[config.mk]
export PLATFORM = sky130hd
export DESIGN_NAME = adpcm_codec_control_regs
export DESIGN_NICKNAME = d
export VERILOG_FILES = /design/src/hw/codec_ctrl_pkg.sv /design/src/hw/adpcm_codec_control_regs.sv /design/src/hw/pin_synchronizer.sv
export SDC_FILE = /design/constraint.sdc
export NUM_CORES = 1
export LEC_CHECK = 0
export ABC_AREA = 1
export BUFFER_PORTS_ARGS = -buffer_cell sky130_fd_sc_hd__buf_2
export CORE_AREA = 2 2 90 92
export DETAILED_ROUTE_END_ITERATION = 7
export DIE_AREA = 0 0 92 94
export GPL_TIMING_DRIVEN = 0
export PLACE_DENSITY = 0.72
export SLEW_MARGIN = 0
export SYNTH_ARGS = -nofsm -noshare
export SYNTH_HDL_FRONTEND = slang
export SYNTH_SLANG_ARGS = --single-unit
[constraint.sdc]
create_clock -name core_clk -period 4.59 [get_ports core_clk]
set_input_delay 0.6885 -clock core_clk [delete_from_list [all_inputs] [get_ports core_clk]]
set_output_delay 0.6885 -clock core_clk [all_outputs]
set_load 0.005 [all_outputs]
[src/hw/codec_ctrl_pkg.sv]
// package: register map, field positions, reset values and codes of the codec control bank
package codec_ctrl_pkg;

   // ==========================================================
   // register indices (serial address field)
   localparam logic [1:0] OFS_BASIC_OPERATING_MODE  = 2'h0;
   localparam logic [1:0] OFS_ADPCM_OPERATING_MODE  = 2'h1;
   localparam logic [1:0] OFS_PCM_PATH_AND_GAIN     = 2'h2;
   localparam logic [1:0] OFS_SIDETONE_AND_HIGHPASS = 2'h3;
   localparam int         NUM_REGS                  = 4;
   localparam int         DATA_BITS                 = 8;

   // ==========================================================
   // initial values loaded by reset and by the power-down/reset pin
   localparam logic [7:0] INIT_BASIC_OPERATING_MODE  = 8'h00;
   localparam logic [7:0] INIT_ADPCM_OPERATING_MODE  = 8'h00;
   localparam logic [7:0] INIT_PCM_PATH_AND_GAIN     = 8'h33;
   localparam logic [7:0] INIT_SIDETONE_AND_HIGHPASS = 8'h00;

   // ==========================================================
   // basic operating mode fields
   localparam int GLOBAL_POWERDOWN_BIT = 5;

   // adpcm operating mode fields
   localparam int WIDTH_SELECT_HIGH    = 7;
   localparam int WIDTH_SELECT_LOW     = 6;
   localparam int TX_CODEC_RESET_BIT   = 5;
   localparam int RX_CODEC_RESET_BIT   = 4;
   localparam int TX_MUTE_BIT          = 3;
   localparam int RX_MUTE_BIT          = 2;
   localparam int RX_PAD_BIT           = 0;

   // pcm path and gain fields
   localparam int TX_PCM_OFF_BIT       = 7;
   localparam int TX_GAIN_CODE_MSB     = 6;
   localparam int RX_PCM_OFF_BIT       = 3;
   localparam int RX_GAIN_CODE_MSB     = 2;

   // side-tone and high-pass fields
   localparam int SIDETONE_GAIN_CODE_MSB = 7;
   localparam int HIGHPASS_CUTOFF_SELECT = 1;
   localparam int HIGHPASS_BYPASS        = 0;

   // ==========================================================
   // width select codes and resulting bits per sample
   localparam logic [1:0] WIDTH_CODE_4 = 2'h0;
   localparam logic [1:0] WIDTH_CODE_8 = 2'h1;
   localparam logic [1:0] WIDTH_CODE_3 = 2'h2;
   localparam logic [1:0] WIDTH_CODE_2 = 2'h3;

   // ==========================================================
   // gain mapping: db = 2*code - offset
   localparam logic signed [4:0] PATH_GAIN_OFFSET_DB     = 5'sh06;
   localparam logic signed [5:0] SIDETONE_GAIN_OFFSET_DB = 6'sh17;
   localparam logic [2:0]        SIDETONE_OFF_CODE       = 3'h0;
   localparam logic [4:0]        RX_PAD_LOSS_DB          = 5'h0c;

   // high-pass cut-off as parts per ten thousand of the sampling rate
   localparam logic [8:0] HPF_FACTOR_WIDE   = 9'h113;
   localparam logic [8:0] HPF_FACTOR_NARROW = 9'h0c8;

   // ==========================================================
   // serial frame defaults
   localparam int ADDR_BITS_DEFAULT = 4;

endpackage

[src/hw/adpcm_codec_control_regs.sv]
// control register bank of the adpcm codec, written over the serial control port
`timescale 1ns/1ps

module adpcm_codec_control_regs
   import codec_ctrl_pkg::*;
#(
   parameter int ADDR_BITS = ADDR_BITS_DEFAULT
) (
   // clock and reset
   input  wire logic               core_clk,
   input  wire logic               reset,
   // serial control port pins (asynchronous)
   input  wire logic               serial_shift_clock,
   input  wire logic               serial_data_in,
   input  wire logic               serial_select_n,
   // power-down/reset pin, low means power-down and register reset
   input  wire logic               powerdown_reset_pin,
   // register contents
   output      logic [7:0]         basic_operating_mode,
   output      logic [7:0]         adpcm_operating_mode,
   output      logic [7:0]         pcm_path_and_gain,
   output      logic [7:0]         sidetone_and_highpass,
   // power control
   output      logic               device_powerdown,
   // adpcm controls
   output      logic [3:0]         adpcm_bits_per_sample,
   output      logic               tx_codec_reset,
   output      logic               rx_codec_reset,
   output      logic               tx_mute,
   output      logic               rx_mute,
   output      logic [4:0]         rx_pad_loss_db,
   // pcm path controls
   output      logic               tx_pcm_on,
   output      logic               rx_pcm_on,
   output      logic signed [4:0]  tx_gain_db,
   output      logic signed [4:0]  rx_gain_db,
   // side-tone and high-pass controls
   output      logic               sidetone_on,
   output      logic signed [5:0]  sidetone_gain_db,
   output      logic [8:0]         highpass_cutoff_factor,
   output      logic               highpass_in_path
);

   // ==========================================================
   // elaboration check
   localparam int FRAME_BITS = ADDR_BITS + DATA_BITS;

   generate
      if (ADDR_BITS < 2 || ADDR_BITS > 8) begin : g_bad_addr
         $error("ADDR_BITS must lie between 2 and 8");
      end
   endgenerate

   // ==========================================================
   // state
   typedef struct packed {
      logic [NUM_REGS-1:0][7:0] regs;
      logic [FRAME_BITS-1:0]    shift;
      logic [4:0]               count;
      logic                     sclk_prev;
      logic                     sel_n_prev;
      logic                     powerdown;
      logic [3:0]               bits_per_sample;
      logic signed [4:0]        tx_gain;
      logic signed [4:0]        rx_gain;
      logic                     st_on;
      logic signed [5:0]        st_gain;
      logic [8:0]               hpf_factor;
   } ctrl_state_t;

   ctrl_state_t state;
   ctrl_state_t next_state;

   // ==========================================================
   // pin synchronisation
   logic [3:0] pins_synced;
   logic       sclk_s;
   logic       din_s;
   logic       sel_n_s;
   logic       pdn_s;

   pin_synchronizer #(
      .WIDTH      (4),
      .RESET_BITS (4'hc)
   ) u_sync (
      .core_clk (core_clk),
      .reset    (reset),
      .pins     ({powerdown_reset_pin, serial_select_n, serial_data_in, serial_shift_clock}),
      .synced   (pins_synced)
   );

   assign sclk_s  = pins_synced[0];
   assign din_s   = pins_synced[1];
   assign sel_n_s = pins_synced[2];
   assign pdn_s   = pins_synced[3];

   // ==========================================================
   // serial frame events
   logic                 sclk_rise;
   logic                 frame_start;
   logic                 frame_end;
   logic                 commit;
   logic [ADDR_BITS-1:0] frame_addr;
   logic [7:0]           frame_data;

   // edges are taken from the synchronised copies only
   assign sclk_rise   = sclk_s && !state.sclk_prev && !sel_n_s;
   assign frame_start = !sel_n_s && state.sel_n_prev;
   assign frame_end   = sel_n_s && !state.sel_n_prev;
   assign frame_addr  = state.shift[FRAME_BITS-1:DATA_BITS];
   assign frame_data  = state.shift[DATA_BITS-1:0];
   // commit only a whole frame to a mapped address
   // compared as int so a two-bit address field still sees all four registers
   assign commit      = frame_end && pdn_s && (state.count == 5'(FRAME_BITS))
                        && (int'(frame_addr) < NUM_REGS);

   // ==========================================================
   // next-state logic
   always_comb begin
      logic [7:0] r0;
      logic [7:0] r1;
      logic [7:0] r2;
      logic [7:0] r3;
      r0                   = 8'h00;
      r1                   = 8'h00;
      r2                   = 8'h00;
      r3                   = 8'h00;
      next_state           = state;
      next_state.sclk_prev = sclk_s;
      next_state.sel_n_prev = sel_n_s;

      // shift address then data, msb first
      if (frame_start) begin
         next_state.count = 5'h00;
      end else if (sclk_rise) begin
         next_state.shift = {state.shift[FRAME_BITS-2:0], din_s};
         // saturates so an overlong frame never reads as complete
         if (state.count != 5'h1f) begin
            next_state.count = state.count + 5'h01;
         end
      end

      // write the addressed register at frame end
      if (commit) begin
         next_state.regs[frame_addr[1:0]] = frame_data;
      end

      // pin low restores initial values and drops any frame
      if (!pdn_s) begin
         next_state.regs[OFS_BASIC_OPERATING_MODE]  = INIT_BASIC_OPERATING_MODE;
         next_state.regs[OFS_ADPCM_OPERATING_MODE]  = INIT_ADPCM_OPERATING_MODE;
         next_state.regs[OFS_PCM_PATH_AND_GAIN]     = INIT_PCM_PATH_AND_GAIN;
         next_state.regs[OFS_SIDETONE_AND_HIGHPASS] = INIT_SIDETONE_AND_HIGHPASS;
         next_state.count = 5'h00;
      end

      r0 = next_state.regs[OFS_BASIC_OPERATING_MODE];
      r1 = next_state.regs[OFS_ADPCM_OPERATING_MODE];
      r2 = next_state.regs[OFS_PCM_PATH_AND_GAIN];
      r3 = next_state.regs[OFS_SIDETONE_AND_HIGHPASS];

      next_state.powerdown = r0[GLOBAL_POWERDOWN_BIT] || !pdn_s;

      // width code to bits per sample
      case (r1[WIDTH_SELECT_HIGH:WIDTH_SELECT_LOW])
         WIDTH_CODE_4: next_state.bits_per_sample = 4'h4;
         WIDTH_CODE_8: next_state.bits_per_sample = 4'h8;
         WIDTH_CODE_3: next_state.bits_per_sample = 4'h3;
         WIDTH_CODE_2: next_state.bits_per_sample = 4'h2;
         default:      next_state.bits_per_sample = 4'h4;
      endcase

      // two dB per code step, 011 is unity
      next_state.tx_gain = $signed({1'b0, r2[TX_GAIN_CODE_MSB -: 3], 1'b0}) - PATH_GAIN_OFFSET_DB;
      next_state.rx_gain = $signed({1'b0, r2[RX_GAIN_CODE_MSB -: 3], 1'b0}) - PATH_GAIN_OFFSET_DB;

      if (r3[SIDETONE_GAIN_CODE_MSB -: 3] == SIDETONE_OFF_CODE) begin
         next_state.st_on   = 1'b0;
         next_state.st_gain = 6'sh00;
      end else begin
         next_state.st_on   = 1'b1;
         next_state.st_gain = $signed({2'b00, r3[SIDETONE_GAIN_CODE_MSB -: 3], 1'b0}) - SIDETONE_GAIN_OFFSET_DB;
      end

      // cut-off factor in parts per ten thousand of fs
      next_state.hpf_factor = r3[HIGHPASS_CUTOFF_SELECT] ? HPF_FACTOR_NARROW : HPF_FACTOR_WIDE;
   end

   // ==========================================================
   // state register
   always_ff @(posedge core_clk) begin
      if (reset) begin
         state.regs[OFS_BASIC_OPERATING_MODE]  <= INIT_BASIC_OPERATING_MODE;
         state.regs[OFS_ADPCM_OPERATING_MODE]  <= INIT_ADPCM_OPERATING_MODE;
         state.regs[OFS_PCM_PATH_AND_GAIN]     <= INIT_PCM_PATH_AND_GAIN;
         state.regs[OFS_SIDETONE_AND_HIGHPASS] <= INIT_SIDETONE_AND_HIGHPASS;
         state.shift           <= '0;
         state.count           <= 5'h00;
         state.sclk_prev       <= 1'b0;
         state.sel_n_prev      <= 1'b1;
         state.powerdown       <= 1'b0;
         state.bits_per_sample <= 4'h4;
         state.tx_gain         <= 5'sh00;
         state.rx_gain         <= 5'sh00;
         state.st_on           <= 1'b0;
         state.st_gain         <= 6'sh00;
         state.hpf_factor      <= HPF_FACTOR_WIDE;
      end else begin
         state <= next_state;
      end
   end

   // ==========================================================
   // outputs from flops; pad loss, pcm on and high-pass in-path decoded by logic after the flops
   assign basic_operating_mode  = state.regs[OFS_BASIC_OPERATING_MODE];
   assign adpcm_operating_mode  = state.regs[OFS_ADPCM_OPERATING_MODE];
   assign pcm_path_and_gain     = state.regs[OFS_PCM_PATH_AND_GAIN];
   assign sidetone_and_highpass = state.regs[OFS_SIDETONE_AND_HIGHPASS];

   assign device_powerdown      = state.powerdown;
   assign adpcm_bits_per_sample = state.bits_per_sample;

   // codec reset levels held as long as the bits stay set
   assign tx_codec_reset = adpcm_operating_mode[TX_CODEC_RESET_BIT];
   assign rx_codec_reset = adpcm_operating_mode[RX_CODEC_RESET_BIT];

   assign tx_mute = adpcm_operating_mode[TX_MUTE_BIT];
   assign rx_mute = adpcm_operating_mode[RX_MUTE_BIT];

   assign rx_pad_loss_db = adpcm_operating_mode[RX_PAD_BIT] ? RX_PAD_LOSS_DB : 5'h00;

   assign tx_pcm_on = !pcm_path_and_gain[TX_PCM_OFF_BIT];
   assign rx_pcm_on = !pcm_path_and_gain[RX_PCM_OFF_BIT];

   assign tx_gain_db             = state.tx_gain;
   assign rx_gain_db             = state.rx_gain;
   assign sidetone_on            = state.st_on;
   assign sidetone_gain_db       = state.st_gain;
   assign highpass_cutoff_factor = state.hpf_factor;

   assign highpass_in_path = !sidetone_and_highpass[HIGHPASS_BYPASS];
endmodule // adpcm_codec_control_regs

[src/hw/pin_synchronizer.sv]
// two-flop synchroniser for a group of asynchronous input pins
`timescale 1ns/1ps

module pin_synchronizer
   import codec_ctrl_pkg::*;
#(
   parameter int                 WIDTH      = 4,
   parameter logic [WIDTH-1:0]   RESET_BITS = '0
) (
   // clock and reset
   input  wire logic              core_clk,
   input  wire logic              reset,
   // pins in, synchronised copy out
   input  wire logic [WIDTH-1:0]  pins,
   output      logic [WIDTH-1:0]  synced
);

   typedef struct packed {
      logic [WIDTH-1:0] stage1;
      logic [WIDTH-1:0] stage2;
   } sync_state_t;

   sync_state_t state;
   sync_state_t next_state;

   // ==========================================================
   // stage1 feeds only stage2; nothing else may look at it
   always_comb begin
      next_state.stage1 = pins;
      next_state.stage2 = state.stage1;
   end

   always_ff @(posedge core_clk) begin
      if (reset) begin
         state.stage1 <= RESET_BITS;
         state.stage2 <= RESET_BITS;
      end else begin
         state <= next_state;
      end
   end

   assign synced = state.stage2;

endmodule // pin_synchronizer
==> summary.md, run 1 <==
| Metric | Value |
|---|---|
| Commonest cells post-synth | nand2_1 (98), dfxtp_1 (79), buf_4 (66), inv_1 (55), a21oi_1 (37) |
| Peak supply drop | about 230 uV |
| Leakage Power | about 0.0022 uW |
| # fillers | 733 |
| 1st-iter DRT viols | roughly 190 |
| Crit. End Element | flop |
| Synth warn | 0 |
| Die W | 92 um |
| Hold_sp | u_sync.next_state[1] |
| Register area share after synthesis | between 40% and 50% |
| CTS tree | built |
| Fin crit share | between 30% and 40% |
| GRT overflow | 0 |
| Routed wire length | 7.07 mm |
| Share of cells above drive strength 1 | 34.5% |
| Hold Crit Depth | 2 |
| Min Clock Period, post-route | ~1.7 ns |
| Root Buffer Master | clkbuf_8 |
| Num Clock Sinks | around 80 |
| Area leader, netlist | dfxtp_1 |
| R2R depth | 9 |
| Starting Density | ~47% |
| Dpl hpwl | approximately 5.3 mm |
| Synthesized instance count | around 460 |
| Vias | 2959 |
| Ys async rst share | 0% |
| Post-synth top flop | dfxtp_1 |
| PostCTS Resize Cnt | 0 |
| Status | completed |
| Vias per cell | 4.51 |
| Final setup vio count | 0 |
| Yosys cell types | 30 |
| Max-slew violations | 0 |
| R2R setup slack | 2.89 ns |
| Aggregate negative setup slack | 0 ns |
| Area Growth Syn to Fin | 19.4% |
| Startpoint types | flop |
| WHS Endpoint | u_sync.synced[1] |
| CTS Buffer Depth | 2 |
| # diodes | 0 |
| Final Non-Filler Cells | 656 |
| H-tree levels | 3 |
| Routed Antenna Nets | 0 |
| Die H | approximately 94 um |
| First-pass GRT wire length | approximately 12 mm |
| CP arrival | between 1.5 and 2 ns |
| Die area | 0.00865 mm^2 |
| Largest net degree at the start of global routing | 15 |
| Critical path class | reg2reg |
| Vias in the first global route | about 2700 |
| Mean area per synthesized cell | 7.76 um^2 |
| Cts bufs inserted | 9 |
| Most common cell in the netlist | nand2_1 |
| Inst Count DP | 640 |
| Synth area leaders | dfxtp_1 (44%), buf_4 (14%), nand2_1 (10%) |
| Max-cap viol count | 0 |
| Post-synthesis register bit count | a little under 80 |
| Final hold violations | 0 |
| Post-synth EDFFs | 0 |
| Std cell rows | 32 |
| Initial antenna violation count | 0 |
| Routability cong. | 0.882 |
| Core ar. | between 0.007 and 0.008 mm^2 |
| Post-detailed-route wirelength per cell | 10.8 um |
| Max FO, Critical Path | 7 |
| I/O Pins | between 80 and 90 |
| R2r startpoint | state[33] |
| Fmax | 588 MHz |
| Pwr/cell area | around 280 mW/mm^2 |
| Post CTS Setup Buffer Count | 0 |
| Worst Path Required | approximately 4.8 ns |
| Nets | approximately 560 |
| PortBufs | 73 |
| 1st-pass router iterations | 4 |
| Gr usage total | between 15 and 20% |
| Final Skew | just over 0.01 ns |
| Critical Path Source | state[33] |
| Synth Cell Area | 0.00356 mm^2 |
| # DRC | 0 |
| RSZ-0062 raised after global routing | false |
| Clock transition at path regs | ~0.09 ns |
| Worst Hold Class | reg2reg |
| Worst-skew pair later-pin latency | 0.35 ns |
| Cts hold-fix bufs | 0 |
| Post-synth top area share | between 40% and 50% |
-- kinds of logic after synthesis --
kind of cell	share of synthesized area, %
DFF	44.4
other	0.105
AOI/OAI and AO/OA	8.78
buffers and inverters	21.8
adders and majority gates	1.05
and+or+nand+nor	23.6
muxes	0.316
-- cell usage in the layout, fill, tap and decap left out, types with 9 or more instances in the layout --
master / netlist / layout
nand2_1: 98 / 98
dfxtp_1: 79 / 79
buf_2: 4 / 77
buf_4: 66 / 66
inv_1: 55 / 55
a21oi_1: 37 / 37
nor2_1: 25 / 25
nand3_1: 24 / 24
o21ai_0: 18 / 18
clkbuf_8: 0 / 9
-- through the flow --
step / util (%) / setup WS [ns] / total power (uW) / hold slack, ns / area (um^2)
floorplan: - / 3.11 / 732 / 0.388 / 3580
global placement: 53.6 / 2.73 / 741 / 0.391 / 4080
CTS: 55.9 / 2.87 / 1190 / 0.402 / 4250
global route: 55.9 / 2.71 / 1220 / 0.419 / 4250
detailed placement: 53.6 / 2.75 / 742 / 0.394 / 4080
finish: 55.9 / 2.89 / 1180 / 0.399 / 4250
-- metal layers --
| metal | global-route usage (%) | vias up | wire, um |
|---|---|---|---|
| met4 | 7.71 | 0 | 138 |
| met3 | 3.29 | 12 | 381 |
| met2 | 28.7 | 79 | 3350 |
| met5 | 0 | - | 0 |
| met1 | 20.8 | 1334 | 3200 |
| li1 | - | 1534 | - |
-- layout make-up --
| cell class | count | area [um^2] | area share (%) |
|---|---|---|---|
| buffer | 77 | 557 | 13.1 |
| clock buffer | 10 | 128 | 3.00 |
| clock inverter | 6 | 46.3 | 1.09 |
| inverter | 58 | 218 | 5.12 |
| multi-input combinational | 251 | 1230 | 28.9 |
| sequential | 79 | 1580 | 37.2 |
| tap | 102 | 128 | 3.00 |
| timing repair buffer | 73 | 365 | 8.60 |
-- where the power goes --
| group | internal [uW] | total, uW | switching [uW] |
|---|---|---|---|
| clock network | 199 | 459 | 260 |
| registers | 689 | 690 | 1.74 |
| logic | 12.6 | 35.4 | 22.8 |
| total | 900 | 1180 | 284 |
-- worst max-delay path: stages (launching register included) --
cell and delay, ns:
dfxtp_1 0.34, inv_1 0.09, ha_1 0.17, nand2_1 0.07, nor2_2 0.15, nand3_4 0.16, nor2_2 0.28, inv_1 0.17
nand2_1 0.09, a21oi_1 0.05
-- worst max path at each step --
stage	to	slack, ns	depth (start not counted)
2_1_floorplan	state[36]	3.11	9
3_3_place_gp	state[33]	2.73	6
3_5_place_dp	flop	2.75	5
4_1_cts	flop	2.87	9
5_1_grt	flop	2.71	9
6_report	flop	2.89	9
(Power assumes the default switching activity.)
==> run 2: changes to the inputs <==
Settings changed: ABC_AREA 1 to 0, CORE_AREA 2 2 90 92 to 2 2 92 94, DIE_AREA 0 0 92 94 to 0 0 94 96, PLACE_DENSITY 0.72 to 0.75.
Clock period 4.59 ns to 1.5 ns, I/O delays scaled along.
==> summary.md, run 2 <==
| Metric | Value |
|---|---|
| Startpoint types | flop |
| Final hold violations | 0 (unchanged) |
| Worst Path Required | 1.72 ns (-3.10 ns) |
| Largest net degree at the start of global routing | 14 (-1) |
| Cts hold-fix bufs | 0 (unchanged) |
| 1st-pass router iterations | 5 (+1) |
| 1st-iter DRT viols | 99 (-47%) |
| Synth area leaders | dfxtp_1 (42%), buf_4 (14%), mux2i_1 (13%) |
| Post-detailed-route wirelength per cell | 12.2 um (+13%) |
| Vias | 2808 (-5.1%) |
| Vias per cell | 4.66 (+3.4%) |
| Status | finished, violations left |
| Area leader, netlist | dfxtp_1 |
| Peak supply drop | 619 uV (+170%) |
| Initial antenna violation count | 0 (unchanged) |
| Final core utilization | 58.7% (+2.8 points) |
| Commonest cells post-synth | dfxtp_1 (79), buf_4 (71), nand2_1 (68), mux2i_1 (48), a21oi_1 (18) |
| Share of cells above drive strength 1 | 44.3% (+9.8 points) |
| CP arrival | 1.94 ns (about the same) |
| Synthesized instance count | 391 (-15%) |
| Slowest cell on the critical path | or4_4 |
| Post-synth EDFFs | 0 (unchanged) |
| I/O Pins | 81 (unchanged) |
| Leakage Power | 0.00227 uW (+5.3%) |
| Routed Antenna Nets | 0 (unchanged) |
| Vias in the first global route | 2450 (-7.6%) |
| Pwr/cell area | 819 mW/mm^2 (+190%) |
| Starting Density | 46.3% (-0.53 points) |
| Nets | 501 (-10%) |
| Root Buffer Master | clkbuf_8 |
| Post-synth top flop | dfxtp_1 |
| PortBufs | 73 (unchanged) |
| Yosys cell types | 38 (+27%) |
| CTS Buffer Depth | 2 (unchanged) |
| Worst Hold Class | in2reg |
| H-tree levels | 3 (unchanged) |
| Std cell rows | 33 (+3.1%) |
| Die W | 94 um (+2.2%) |
| Die area | 0.00902 mm^2 (+4.3%) |
| Post-synth top area share | 42.4% (-2.0 points) |
| Mean area per synthesized cell | 9.53 um^2 (+23%) |
| Commonest non-fill, non-tap cell in the layout | buf_4 |
| Gr usage total | 16.7% (-0.18 points) |
| Clock transition at path regs | 0.08 ns (about the same) |
| Die H | 96 um (+2.1%) |
| Final WS setup | -0.223 ns (-3.11 ns) |
| RSZ-0062 raised after global routing | true |
| Post-synthesis register bit count | 79 (unchanged) |
| Synth warn | 0 (unchanged) |
| # DRC | 0 (unchanged) |
| Fmax | 580 MHz (-1.3%) |
| Most frequent cells in the layout | buf_4 (79), dfxtp_1 (75), buf_2 (74), nand2_1 (67), mux2i_1 (47) |
| Violated checks | negative setup slack |
| CP Cell Sequence | or3_4 > or4_4 > buf_12 > mux2i_1 |
| # diodes | 0 (unchanged) |
| Critical path class | reg2reg |
| Fin crit share | 115% (+78 points) |
| Synth Cell Area | 0.00373 mm^2 (+4.6%) |
| Register area share after synthesis | 42.4% (-2.0 points) |
| Area Growth Syn to Fin | 26.9% |
| Routed wire length | 7.32 mm (+3.5%) |
| Min Clock Period, post-route | 1.72 ns (+0.0228 ns) |
| CTS tree | built |
| GRT overflow | 0 (unchanged) |
| Cts bufs inserted | 9 (unchanged) |
| Num Clock Sinks | 79 (unchanged) |
| Max FO, Critical Path | 10 (+3) |
| First-pass GRT wire length | 11.7 mm (+1.3%) |
| Dpl hpwl | 5.25 mm (-0.12%) |
| Routability cong. | 0.803 (-8.9%) |
| Final Skew | 0.00632 ns (-0.00400 ns) |
| Max-cap viol count | 0 (unchanged) |
| Ys async rst share | 0% (unchanged) |
| Most common cell in the netlist | dfxtp_1 |
| Final setup vio count | 56 (+56) |
| Core ar. | 0.00805 mm^2 (+5.8%) |
| Worst hold slack | 0.0543 ns (-0.345 ns) |
| Max-slew violations | 0 (unchanged) |
| Worst stage delay on the critical path | 0.57 ns (+0.23 ns) |
| Crit. End Element | flop |
| Worst-skew pair later-pin latency | 0.35 ns (about the same) |
[run 2: changes by cell type after synthesis, sizes merged, moves of 5 or more]
cell	previous run	this run
inv	58	7
mux2i	0	48
nand2	106	68
nand3	28	2
nor2	35	14
a21oi	37	18
o21ai	21	6
clkbuf	3	13
mux2	1	8
nor2b	0	6
and3	0	5
nand3b	1	6
[run 2: area by class of cell]
type / count / area, um^2
plain buffers: 86 / 704
multi-input cells: 223 / 1570
flip-flops and latches: 79 / 1590
inverters: 7 / 26.3
repair buffers: 86 / 498
clock inverters: 5 / 56.3
fillers: 701 / 3320
clock buffers: 11 / 151
well taps: 105 / 131
[run 2: per-stage QoR]
step	worst slack [ns]	setup TNS, ns	area, um^2	cells	total power [uW]
6_report	-0.223	-8.85	4730	602	3870
5_1_grt	-0.267	-11.95	4730	602	4000
4_1_cts	-0.220	-8.00	4700	601	3880
3_5_place_dp	-0.443	-16.57	4310	575	2290
3_3_place_gp	-0.413	-15.09	4310	575	2290
2_1_floorplan	-0.224	-7.01	3810	397	2260
[run 2: logic make-up (layout without fill, tap and decap cells)]
family | after synthesis | in the layout | share of synthesized area, %
multiplexers | 56 | 56 | 15.4
other | 1 | 7 | 0.101
flip-flops | 79 | 79 | 42.4
adder cells (fa/ha/maj) | 3 | 3 | 1.01
AND/OR/NAND/NOR | 122 | 122 | 16.5
buffers and inverters | 95 | 195 | 19.0
AO/OA/AOI/OAI | 30 | 30 | 4.43
XOR/XNOR | 5 | 5 | 1.18
[run 2: what timing repair did]
| item | 4_1_cts | 5_1_grt |
|---|---|---|
| cloned | 1 | 0 |
| pin swaps | 4 | 1 |
| endpoints found under the hold margin | 0 | 0 |
| resized for setup | 25 | 5 |
| setup buffers | 11 | 1 |
| setup endpoints to repair | 67 | 67 |
[run 2: report_power, final]
group / total, uW / switching, uW / internal (uW) / leakage, uW
registers: 2110 / 9.35 / 2110 / 0.000640
logic: 134 / 77.3 / 56.2 / 0.00152
clock network: 1620 / 767 / 857 / 0.000105
total: 3870 / 854 / 3020 / 0.00227
[run 2: critical path, delay by kind of cell (launching register included)]
kind | cells | cell delay (ns)
flip-flops | 1 | 0.31
buffers and inverters | 1 | 0.18
multiplexers | 1 | 0.12
AND/OR/NAND/NOR | 2 | 0.98
[run 2: worst paths after layout]
| check | startpoint | to | slack, ns | depth (start not counted) |
|---|---|---|---|---|
| hold reg to reg | u_sync.next_state[2] | u_sync.synced[2] | 0.41 | 1 |
| hold / removal | powerdown_reset_pin | u_sync.next_state[3] | 0.05 | 2 |
| setup reg to reg | frame_addr[3] | sidetone_gain_db[0] | -0.22 | 4 |
| setup / recovery | frame_addr[3] | sidetone_gain_db[0] | -0.22 | 4 |
[run 2: per-layer routing]
layer | track usage [%] | up-vias | wire length (um)
met5 | 0 | - | 0
met4 | 7.97 | 0 | 126
met3 | 2.66 | 9 | 349
met1 | 21.0 | 1316 | 3230
li1 | - | 1415 | -
met2 | 28.2 | 68 | 3610
==> run 3: changes to the inputs <==
Settings changed: ABC_AREA 0 to default, REMOVE_ABC_BUFFERS from default to 1.
==> summary.md, run 3 (synthesis results as in run 2) <==
| Metric | Value |
|---|---|
| Worst-skew pair later-pin latency | 0.35 ns (about the same) |
| Starting Density | 46.3% (unchanged) |
| Worst Path Required | 1.74 ns (+0.02 ns) |
| Final WS setup | -0.261 ns (-0.0380 ns) |
| Worst stage delay on the critical path | 0.59 ns (+0.02 ns) |
| # fillers | 727 (+3.7%) |
| Inst Count DP | 491 (-15%) |
| Peak supply drop | 516 uV (-17%) |
| CP arrival | 2.00 ns (+0.06 ns) |
| Final setup vio count | 56 (unchanged) |
| Max-slew violations | 0 (unchanged) |
| Clock transition at path regs | 0.08 ns (about the same) |
| Std cell rows | 33 (unchanged) |
| CP Cell Sequence | or3_4 > or4_4 > mux2_4 |
| # DRC | 0 (unchanged) |
| CTS tree | built |
| Worst slew pin tran | between 0.5 and 0.6 ns |
| H-tree levels | 3 (unchanged) |
| Fin crit share | 117% (+2.5 points) |
| Final core utilization | 52.3% (-6.4 points) |
| Commonest non-fill, non-tap cell in the layout | dfxtp_1 |
| Num Clock Sinks | 79 (unchanged) |
| Worst Hold Class | in2reg |
| Post-detailed-route wirelength per cell | 13.1 um (+7.9%) |
| Area Growth Syn to Fin | 13.1% |
| Initial antenna violation count | 0 (unchanged) |
| Max-cap viol count | 0 (unchanged) |
| I/O Pins | 81 (unchanged) |
| Crit. End Element | flop |
| Pwr/cell area | 873 mW/mm^2 (+6.6%) |
| Routed wire length | 7.01 mm (-4.3%) |
| Worst hold slack | 0.0550 ns (+0.000646 ns) |
| Placement Setup Slack | -0.909 ns (-0.466 ns) |
| Footprint of the multi-input gates | 0.00161 mm^2 (+2.2%) |
| Die H | 96 um (unchanged) |
| Startpoint types | flop |
| Final hold violations | 0 (unchanged) |
| Leakage Power | 0.00190 uW (-16%) |
| Vias | 2552 (-9.1%) |
| 1st-iter DRT viols | 63 (-36%) |
| Rel. slew slack | approximately three fifths |
| 1st-pass router iterations | 4 (-1) |
| Die area | 0.00902 mm^2 (unchanged) |
| Vias in the first global route | 2236 (-8.7%) |
| Max FO, Critical Path | 7 (-3) |
| Dpl hpwl | 4.38 mm (-17%) |
| Seq. cell area | 0.00159 mm^2 (+0.24%) |
| Final Non-Filler Cells | 534 (-11%) |
| Cts bufs inserted | 9 (unchanged) |
| Routed Antenna Nets | 0 (unchanged) |
| Most frequent cells in the layout | dfxtp_1 (74), buf_2 (73), nand2_1 (66), mux2i_1 (45), buf_4 (21) |
| Die W | 94 um (unchanged) |
| Slowest cell on the critical path | or4_4 |
| RSZ-0062 raised after global routing | true |
| Nets | 434 (-13%) |
| Vias per cell | 4.78 (+2.5%) |
| Core ar. | 0.00805 mm^2 (unchanged) |
| # diodes | 0 (unchanged) |
| Final Skew | 0.00523 ns (-0.00109 ns) |
| CTS Buffer Depth | 2 (unchanged) |
| PortBufs | 73 (unchanged) |
| Min Clock Period, post-route | 1.76 ns (+0.0380 ns) |
| Violated checks | negative setup slack |
| Share of cells above drive strength 1 | 36.6% (-7.7 points) |
| Routability cong. | 0.754 (-6.2%) |
| Root Buffer Master | clkbuf_8 |
| GRT overflow | 0 (unchanged) |
| Largest net degree at the start of global routing | 31 (+17) |
| Critical path class | reg2reg |
| First-pass GRT wire length | 10.8 mm (-8.1%) |
| Fmax | 568 MHz (-2.2%) |
| Status | finished, violations left |
| Gr usage total | 15.7% (-1.0 points) |
| Final Power | 3680 uW (-5.0%) |
==> run 3: worst paths after layout <==
| kind | slack (ns) | startpoint | to | cells past startpoint |
|---|---|---|---|---|
| setup / recovery | -0.26 | state[37] | sidetone_gain_db[3] | 3 |
| hold / removal | 0.05 | powerdown_reset_pin | u_sync.next_state[3] | 2 |
| hold reg to reg | 0.42 | u_sync.next_state[2] | u_sync.synced[2] | 1 |
| setup reg to reg | -0.26 | state[37] | sidetone_gain_db[3] | 3 |
==> run 3: what timing repair did <==
action                                  CTS  global route
buffers inserted                         24             4
gates cloned                              1             0
pin swaps                                10             3
gates resized for setup                  25            12
endpoints found under the hold margin     0             0
endpoints found under the setup margin   69            65
hold buffers                              0             0
==> run 3: critical path: cells and delay by family (launching register included) <==
family / cells / cell delay [ns]
multiplexers: 1 / 0.33
AND/OR/NAND/NOR: 2 / 1.00
flip-flops: 1 / 0.32
==> run 3: power by group <==
| group | internal (uW) | switching [uW] |
|---|---|---|
| logic | 47.1 | 72.4 |
| registers | 2100 | 10.9 |
| clock network | 732 | 712 |
| total | 2880 | 796 |
==> run 3: final cells by class <==
cell class | instances | share of cell area (%)
clock buffer | 15 | 4.19
inverter | 7 | 0.624
multi-input combinational | 224 | 38.1
sequential | 79 | 37.8
tap | 105 | 3.12
timing repair buffer | 104 | 16.2
==> run 3: stage by stage <==
stage	TNS, ns	cell area (um^2)
2_1_floorplan	-65.78	3070
3_3_place_gp	-128.69	3560
3_5_place_dp	-28.38	3630
4_1_cts	-8.88	4140
5_1_grt	-11.89	4210
6_report	-9.48	4210
==> run 3: metal layers <==
layer	wire length [um]	share of wire (%)	up-vias	GRT usage (%)
met2	3550	51	55	27.3
met1	3040	43	1205	18.0
met4	127	1.8	0	6.28
met3	288	4.1	10	4.93
met5	0	0	-	0
li1	-	-	1282	-
